File: config.mk
export PLATFORM = sky130hd
export DESIGN_NAME = flash_prot_host
export DESIGN_NICKNAME = d
export VERILOG_FILES = /design/src/flash_prot_pkg.sv /design/src/bus_cycle.sv /design/src/flash_prot_host.sv
export VERILOG_INCLUDE_DIRS = /design/src
export SDC_FILE = /design/constraint.sdc
export NUM_CORES = 1
export LEC_CHECK = 0
export ABC_AREA = 1
export BUFFER_PORTS_ARGS = -buffer_cell sky130_fd_sc_hd__buf_2
export CAP_MARGIN = 10
export CORE_MARGIN = 5
export CORE_UTILIZATION = 25
export DETAILED_ROUTE_END_ITERATION = 12
export GPL_TIMING_DRIVEN = 0
export HOLD_SLACK_MARGIN = 0.03
export PLACE_DENSITY = 0.56
export SYNTH_ARGS = -nofsm -noshare
export SYNTH_HDL_FRONTEND = slang
export SYNTH_SLANG_ARGS = --single-unit
File: constraint.sdc
create_clock -name core_clk_i -period 4.5 [get_ports core_clk_i]
set_input_delay 0.9 -clock core_clk_i [delete_from_list [all_inputs] [get_ports core_clk_i]]
set_output_delay 0.9 -clock core_clk_i [all_outputs]
set_load 0.02 [all_outputs]
File: src/flash_prot_params.svh
// Timing and encoding constants for the flash protection host controller
`ifndef FLASH_PROT_PARAMS_SVH
`define FLASH_PROT_PARAMS_SVH

// ==========================================================
// Clock and bus timing
`define CLK_PERIOD_NS 8
`define BUS_PHASE_NS 40
`define BUS_PHASE_CYC ((`BUS_PHASE_NS + `CLK_PERIOD_NS - 1) / `CLK_PERIOD_NS)
`define GLITCH_NS 5
`define GLITCH_CYC ((`GLITCH_NS + `CLK_PERIOD_NS - 1) / `CLK_PERIOD_NS)

// ==========================================================
// Address fields
`define ADDR_W 21
`define SECT_LSB 16
`define SECT_W 5
`define ID_SEL_BIT 0
`define ID_PROT_BIT 1
`define ID_A6_BIT 6
`define ID_A9_BIT 9

// ==========================================================
// Command encodings
`define UNLOCK1_ADDR 21'h000555
`define UNLOCK1_DATA 8'haa
`define UNLOCK2_ADDR 21'h0002aa
`define UNLOCK2_DATA 8'h55
`define IDENT_CMD 8'h90
`define PROG_CMD 8'ha0
`define RESET_CMD 8'hf0

`endif

File: src/flash_prot_pkg.sv
// Types shared by the flash protection host controller
`default_nettype none
package flash_prot_pkg;
    typedef enum logic [1:0] {
        OP_READ = 2'h0,
        OP_PROGRAM = 2'h1,
        OP_IDENT = 2'h2,
        OP_HV_IDENT = 2'h3
    } op_t;
endpackage : flash_prot_pkg
`default_nettype wire

File: src/bus_cycle.sv
// One asynchronous flash bus cycle: read or write strobe sequencer
`timescale 1ns/1ps
`default_nettype none
`include "flash_prot_params.svh"
module bus_cycle (
    input wire logic core_clk_i, // System clock
    input wire logic resetn_i, // Sync reset, active low
    input wire logic start_i, // Start one cycle
    input wire logic write_i, // 1 write, 0 read
    input wire logic [7:0] wdata_i, // Write data
    input wire logic [7:0] data_in_i, // Data lines from device
    output logic busy_o, // Cycle in progress
    output logic done_o, // One-cycle pulse at end
    output logic [7:0] rdata_o, // Captured read data
    output logic ce_n_o, // Chip select
    output logic oe_n_o, // Output enable
    output logic we_n_o, // Write strobe
    output logic [7:0] data_out_o, // Data to device
    output logic data_oe_o // High while host drives data
);
    typedef enum logic [1:0] {
        BC_IDLE = 2'h0,
        BC_STROBE = 2'h1,
        BC_RECOVER = 2'h2
    } bc_state_t;

    bc_state_t state_r, state_nxt;
    logic [3:0] cnt_r, cnt_nxt;
    logic wr_r, wr_nxt;
    logic [7:0] rdata_r, rdata_nxt;
    logic [7:0] wdata_r, wdata_nxt;

    // ==========================================================
    // Strobe sequencer
    // Strobes last several cycles, so never a sub-glitch pulse
    always_comb begin
        state_nxt = state_r;
        cnt_nxt = cnt_r;
        wr_nxt = wr_r;
        rdata_nxt = rdata_r;
        wdata_nxt = wdata_r;
        case (state_r)
            BC_IDLE: begin
                if (start_i) begin
                    state_nxt = BC_STROBE;
                    wr_nxt = write_i;
                    wdata_nxt = wdata_i;
                    cnt_nxt = 4'(`BUS_PHASE_CYC - 1);
                end
            end
            BC_STROBE: begin
                if (cnt_r == 4'h0) begin
                    if (!wr_r) begin
                        rdata_nxt = data_in_i;
                    end
                    state_nxt = BC_RECOVER;
                    cnt_nxt = 4'(`BUS_PHASE_CYC - 1);
                end else begin
                    cnt_nxt = cnt_r - 4'h1;
                end
            end
            BC_RECOVER: begin
                if (cnt_r == 4'h0) begin
                    state_nxt = BC_IDLE;
                end else begin
                    cnt_nxt = cnt_r - 4'h1;
                end
            end
            default: state_nxt = BC_IDLE;
        endcase
    end

    always_ff @(posedge core_clk_i) begin
        if (!resetn_i) begin
            state_r <= BC_IDLE;
            cnt_r <= 4'h0;
            wr_r <= 1'b0;
            rdata_r <= 8'h00;
            wdata_r <= 8'h00;
        end else begin
            state_r <= state_nxt;
            cnt_r <= cnt_nxt;
            wr_r <= wr_nxt;
            rdata_r <= rdata_nxt;
            wdata_r <= wdata_nxt;
        end
    end

    // Write: ce and we low, oe high; read: ce and oe low, we high
    assign busy_o = (state_r != BC_IDLE);
    assign done_o = (state_r == BC_RECOVER) && (cnt_r == 4'h0);
    assign ce_n_o = (state_r != BC_STROBE);
    assign we_n_o = !((state_r == BC_STROBE) && wr_r);
    assign oe_n_o = !((state_r == BC_STROBE) && !wr_r);
    assign data_oe_o = wr_r && (state_r != BC_IDLE);
    assign data_out_o = wdata_r;
    assign rdata_o = rdata_r;
endmodule : bus_cycle
`default_nettype wire

File: src/flash_prot_host.sv
// Host controller driving a parallel flash: ident, sector status, program
`timescale 1ns/1ps
`default_nettype none
`include "flash_prot_params.svh"

// Overview of operation
// - High-voltage ident: A9 high, A6, A1 low; host forces A6 and the A9 logic level low, A1 follows the request address
// - In-system ident uses command, no high voltage
// - Protect method needs high voltage on reset
// - Protect all sectors before first unprotect
// - Alternate protect: high voltage A9 and OE
// - Program starts only after unlock cycles
// - Write needs ce and we low, oe high
// - Host starts no write cycle during lockout; reads still run
module flash_prot_host
    import flash_prot_pkg::*;
(
    input wire logic core_clk_i, // System clock 125 MHz
    input wire logic resetn_i, // Sync reset, active low
    input wire logic req_valid_i, // Request strobe
    output logic req_ready_o, // Request accepted this cycle
    input wire logic [1:0] req_op_i, // Operation, op_t
    input wire logic [`ADDR_W-1:0] req_addr_i, // Byte address
    input wire logic [7:0] req_wdata_i, // Program data
    input wire logic temp_unprot_i, // Request reset-pin high voltage
    output logic resp_valid_o, // One-cycle response pulse
    output logic [7:0] resp_rdata_o, // Read or ident data
    output logic resp_err_o, // Request refused
    input wire logic supply_lockout_level_i, // Low supply detected
    output logic [`ADDR_W-1:0] flash_addr_o, // Address pins
    output logic flash_a9_hv_o, // High voltage on A9
    output logic flash_rst_n_o, // Reset pin, active low
    output logic flash_rst_hv_o, // High voltage on reset pin
    output logic flash_ce_n_o, // Chip select, active low
    output logic flash_oe_n_o, // Output enable, active low
    output logic flash_we_n_o, // Write strobe, active low
    output logic [7:0] data_lines_o, // Data to device
    output logic data_lines_oe_o, // High while host drives data
    input wire logic [7:0] data_lines_i // Data from device
);
    typedef enum logic [2:0] {
        ST_POWERUP = 3'h0,
        ST_IDLE = 3'h1,
        ST_SEQ = 3'h2,
        ST_WAIT = 3'h3,
        ST_RESP = 3'h4
    } host_state_t;

    host_state_t state_r, state_nxt;
    op_t op_r, op_nxt;
    logic [`ADDR_W-1:0] addr_r, addr_nxt;
    logic [7:0] wdata_r, wdata_nxt;
    logic [2:0] step_r, step_nxt;
    logic [2:0] nsteps_r, nsteps_nxt;
    logic err_r, err_nxt;
    logic hv_r, hv_nxt;
    logic [7:0] rdata_r, rdata_nxt;
    logic bc_start, bc_write, bc_busy, bc_done;
    logic [7:0] bc_wdata, bc_rdata;
    logic [`ADDR_W-1:0] step_addr;
    logic step_is_read;

    // ==========================================================
    // Step table: unlock, unlock, command, then payload or read
    always_comb begin
        step_addr = addr_r;
        bc_wdata = wdata_r;
        step_is_read = 1'b0;
        case (step_r)
            3'h0: begin
                step_addr = `UNLOCK1_ADDR;
                bc_wdata = `UNLOCK1_DATA;
            end
            3'h1: begin
                step_addr = `UNLOCK2_ADDR;
                bc_wdata = `UNLOCK2_DATA;
            end
            3'h2: begin
                step_addr = `UNLOCK1_ADDR;
                bc_wdata = (op_r == OP_PROGRAM) ? `PROG_CMD : `IDENT_CMD;
            end
            3'h3: begin
                step_is_read = (op_r == OP_IDENT);
            end
            3'h4: begin
                step_addr = `UNLOCK1_ADDR; // Leave ident mode
                bc_wdata = `RESET_CMD;
            end
            default: begin
                step_is_read = 1'b1;
            end
        endcase
        if (op_r == OP_READ || op_r == OP_HV_IDENT) begin
            step_is_read = 1'b1;
        end
    end

    // ==========================================================
    // Request sequencer
    // Lockout refuses writes rather than queueing them
    always_comb begin
        state_nxt = state_r;
        op_nxt = op_r;
        addr_nxt = addr_r;
        wdata_nxt = wdata_r;
        step_nxt = step_r;
        nsteps_nxt = nsteps_r;
        err_nxt = err_r;
        hv_nxt = hv_r;
        rdata_nxt = rdata_r;
        bc_start = 1'b0;
        bc_write = 1'b0;
        case (state_r)
            ST_POWERUP: begin
                if (!supply_lockout_level_i) begin
                    state_nxt = ST_IDLE;
                end
            end
            ST_IDLE: begin
                if (req_valid_i) begin
                    op_nxt = op_t'(req_op_i);
                    addr_nxt = req_addr_i;
                    wdata_nxt = req_wdata_i;
                    err_nxt = 1'b0;
                    hv_nxt = 1'b0;
                    case (op_t'(req_op_i))
                        OP_PROGRAM: begin
                            step_nxt = 3'h0;
                            nsteps_nxt = 3'h4;
                        end
                        OP_IDENT: begin
                            step_nxt = 3'h0;
                            nsteps_nxt = 3'h5;
                        end
                        OP_HV_IDENT: begin
                            step_nxt = 3'h5;
                            nsteps_nxt = 3'h6;
                            hv_nxt = !supply_lockout_level_i;
                        end
                        default: begin
                            step_nxt = 3'h5;
                            nsteps_nxt = 3'h6;
                        end
                    endcase
                    if (supply_lockout_level_i
                        && op_t'(req_op_i) != OP_READ) begin
                        err_nxt = 1'b1;
                        state_nxt = ST_RESP;
                    end else begin
                        state_nxt = ST_SEQ;
                    end
                end
            end
            ST_SEQ: begin
                if (supply_lockout_level_i && !step_is_read) begin
                    err_nxt = 1'b1;
                    hv_nxt = 1'b0;
                    state_nxt = ST_RESP;
                end else begin
                    bc_start = 1'b1;
                    bc_write = !step_is_read;
                    state_nxt = ST_WAIT;
                end
            end
            ST_WAIT: begin
                if (bc_done) begin
                    if (step_is_read) begin
                        rdata_nxt = bc_rdata;
                    end
                    if (step_r + 3'h1 == nsteps_r) begin
                        hv_nxt = 1'b0;
                        state_nxt = ST_RESP;
                    end else begin
                        step_nxt = step_r + 3'h1;
                        state_nxt = ST_SEQ;
                    end
                end
            end
            ST_RESP: begin
                state_nxt = ST_IDLE;
            end
            default: state_nxt = ST_POWERUP;
        endcase
    end

    always_ff @(posedge core_clk_i) begin
        if (!resetn_i) begin
            state_r <= ST_POWERUP;
            op_r <= OP_READ;
            addr_r <= '0;
            wdata_r <= 8'h00;
            step_r <= 3'h0;
            nsteps_r <= 3'h0;
            err_r <= 1'b0;
            hv_r <= 1'b0;
            rdata_r <= 8'h00;
        end else begin
            state_r <= state_nxt;
            op_r <= op_nxt;
            addr_r <= addr_nxt;
            wdata_r <= wdata_nxt;
            step_r <= step_nxt;
            nsteps_r <= nsteps_nxt;
            err_r <= err_nxt;
            hv_r <= hv_nxt;
            rdata_r <= rdata_nxt;
        end
    end

    bus_cycle u_bus_cycle (
        .core_clk_i(core_clk_i),
        .resetn_i(resetn_i),
        .start_i(bc_start),
        .write_i(bc_write),
        .wdata_i(bc_wdata),
        .data_in_i(data_lines_i),
        .busy_o(bc_busy),
        .done_o(bc_done),
        .rdata_o(bc_rdata),
        .ce_n_o(flash_ce_n_o),
        .oe_n_o(flash_oe_n_o),
        .we_n_o(flash_we_n_o),
        .data_out_o(data_lines_o),
        .data_oe_o(data_lines_oe_o)
    );

    // ==========================================================
    // Pin drive
    // High-voltage ident forces A6 low and parks the A9 logic level
    always_comb begin
        flash_addr_o = (state_r == ST_IDLE) ? addr_r : step_addr;
        if (hv_r) begin
            flash_addr_o[`ID_A6_BIT] = 1'b0;
            flash_addr_o[`ID_A9_BIT] = 1'b0;
        end
    end
    assign flash_a9_hv_o = hv_r;
    assign flash_rst_n_o = resetn_i;
    // Reset-pin high voltage lifts protection only while held
    assign flash_rst_hv_o = temp_unprot_i
        && !supply_lockout_level_i;
    assign req_ready_o = (state_r == ST_IDLE);
    assign resp_valid_o = (state_r == ST_RESP);
    assign resp_rdata_o = rdata_r;
    assign resp_err_o = err_r;
endmodule : flash_prot_host
`default_nettype wire

==> out/results.ini <==
[grt]
grt-ovfl-total = 0
grt_usage_pct = 12.1
grt_pass1_vias = 3319
grt_max_degree = 12
grt_first_pass_wirelength_microns = 15800
grt_antenna_before_repair = 0

[cells_and_area]
post-route-util_pct = 32.3
design.final.nets = 643
fillerInstances = 1505
antenna_cells = 0
area_growth_pct = 26.5
final_common_cell = nor2_1
mostFrequentLayoutCells = nor2_1, buf_2, dfxtp_1
final_layout_size_suffix_gt1_share_pct = 25.4

[yosys]
synth_top_cell_by_area = dfxtp_1
syn_area_per_cell_sq_um = 7.36
yosysSeqAreaShare_pct = 41.2
yosys.cell_types.count = 37
synth_seq_cells = 73
synthTopCellsByArea = dfxtp_1, nor2_1, nand2_1
yosysWarningCount = 0
syn_area_sq_um = 3550
mappedNetlistNets = 542
syn_inst = 482
netlist.area_leader.share_pct = 41.2

[place]
dpl.hpwl_microns = 7710
io_buffers = 90
dp_slack_ps = 1890
place_congestion = 0.805

[timing]
finClkSkew_ps = 8.13
max_freq_mhz = 339
setup_tns_ps = 0
final_hold_viol_count = 0
slew_headroom_pct = 65.0
rsz0062_at_grt = no
fin_crit_ps = 2950
layout_setup_ws_ps = 1550
hold-worst-slack_ps = 451
setup_viol = 0
period_share_pct = 65.6
drv_slew = 0
worst_pin_slew_ps = 523

[setup_path]
max_stage_delay_ps = 440
cp_common_cell = nand2_1
worstPathRequired_ps = 3600
cp.arrival_ps = 2050
crit_fanout = 10
cp_cell_sequence = inv_1 -> ha_1 -> nand2_1 -> o21ai_0 -> nand2_1 -> nand2_1 -> nor2_1 -> buf_2
cp-start-kind = flip-flop
criticalPathCategory = reg -> out
end_kind = output port
cp_slowest_cell = dfxtp_1

[pwr]
p_leak_nw = 2.03
pwr-share-clk_pct = 25.9
ir_worst_vdd_mv = 0.188
powerDensity_nw_per_um2 = 557
power_mw = 2.50
seqPwrFrac_pct = 34.5
switching_share_pct = 40.0
p_sw_mw = 1.00
internal_power_mw = 1.50
combPwrFrac_pct = 39.6

[die]
num_io_pins = 91
die_area_sq_um = 16700
die_x_microns = 129
core_sq_um = 13900
die_y_microns = 129
rows = 43
initial_core_util_pct = 25.5

[cts]
clk_pin_slew_ps = 60
clk-insertion-delay-late_ps = 340
cts_resized = 0
postCtsSetupRepairBufs = 0
h-tree-depth = 3
cts-root-buf = clkbuf_16
cts_buffer_depth = 2
cts_tree = built
numCtsBuffers = 9
cts_hold_buf = 0
clock_sinks = 73

[routing]
firstDrtPassIters = 4
wl_microns = 9930
avgViaCountPerCell = 4.38
wl_per_cell_microns = 13.0
drt_iter0_markers = 67
ant_nets = 0
vias = 3357
drc_errors = 0

[job]
cap_violations = 0

[run_status]
status = completed

[hold_path]
hold_class = reg -> reg

==> critical path, delay by kind of cell (launching register included) <==
kind                       cells  cell delay (ps)
and+or+nand+nor                4              600
DFF                            1              440
buffers and inverters          2              310
adders and majority gates      1              250
AOI/OAI and AO/OA              1              110
==> cells by family (layout without fill, tap and decap cells) <==
logic type,Yosys count,after routing,synth area share [%]
xor gates and xnor gates,3,3,0.741
buffers and inverters,71,176,9.39
DFF,73,73,41.2
adders and majority gates,16,16,5.65
AOI/OAI and AO/OA,108,108,16.3
and+or+nand+nor,211,211,26.7
==> through the flow <==
stage               cells  area (sq um)
CTS                   767          4480
detailed placement    752          4220
floorplan             482          3550
global route          767          4480
global placement      752          4220
finish                767          4480
==> power by group through the flow <==
stage,Combinational (mW),Sequential (mW),Clock [mW]
3_5_place_dp,0.999,0.874,0
3_3_place_gp,0.982,0.871,0
5_1_grt,1.12,0.876,0.692
6_report,0.988,0.862,0.647
2_1_floorplan,0.701,0.880,0
4_1_cts,1.00,0.862,0.670
==> synthesized netlist by cell type, drive strengths merged <==
library cell and number:
a211oi 2, a21oi 44, a221oi 1, a31oi 1, buf 11, clkbuf 7, clkinv 3, dfxtp 73
ha 16, inv 50, nand2 83, nand3 23, nand4 5, nor2 98, nor3 1, o21a 1
o21ai 58, o21bai 1, or2 1, xnor2 1, xor2 2
==> sequential cells by signal, summed over array words and instances (netlist names) <==
register and count:
u_bus_cycle.cnt_r 4, u_bus_cycle.state_r 2, resp_rdata_o 8, addr_r 21, wdata_r 8, u_bus_cycle.data_out_o 8, u_bus_cycle.wr_r 1, nsteps_r 3
u_bus_cycle.rdata_o 8, resp_err_o 1, step_r 3, op_r 2, flash_a9_hv_o 1, state_r 3
==> final cells by class <==
cell class / instances / area (sq um) / share of cell area (%)
Buffer: 18 / 128 / 2.85
Clock buffer: 11 / 243 / 5.41
Clock inverter: 4 / 20.0 / 0.446
Inverter: 53 / 205 / 4.58
Multi-Input combinational cell: 338 / 1750 / 39.1
Sequential cell: 73 / 1460 / 32.6
Tap cell: 180 / 225 / 5.02
Timing Repair Buffer: 90 / 450 / 10.0
==> metal layers <==
metal | up-vias | part of all wire (%) | global-route usage, %
li1 | 1745 | - | -
met1 | 1512 | 45 | 14.8
met2 | 80 | 46 | 19.4
met3 | 20 | 6.1 | 3.30
met4 | 0 | 3.0 | 6.55
met5 | - | 0 | 0
==> worst paths after layout <==
kind | from | to | slack, ps | depth (start not counted)
worst max-delay path | step_r[0]$_SDFFE_PN0P_ | flash_addr_o[13] | 1550 | 8
worst min-delay path | addr_r[13]$_SDFFE_PN0P_ | addr_r[13]$_SDFFE_PN0P_ | 450 | 2
worst max register to register | step_r[0]$_SDFFE_PN0P_ | resp_rdata_o[7]$_SDFFE_PN0P_ | 2550 | 7
worst min register to register | addr_r[13]$_SDFFE_PN0P_ | addr_r[13]$_SDFFE_PN0P_ | 450 | 2
Power figures use the tool's default switching activity.
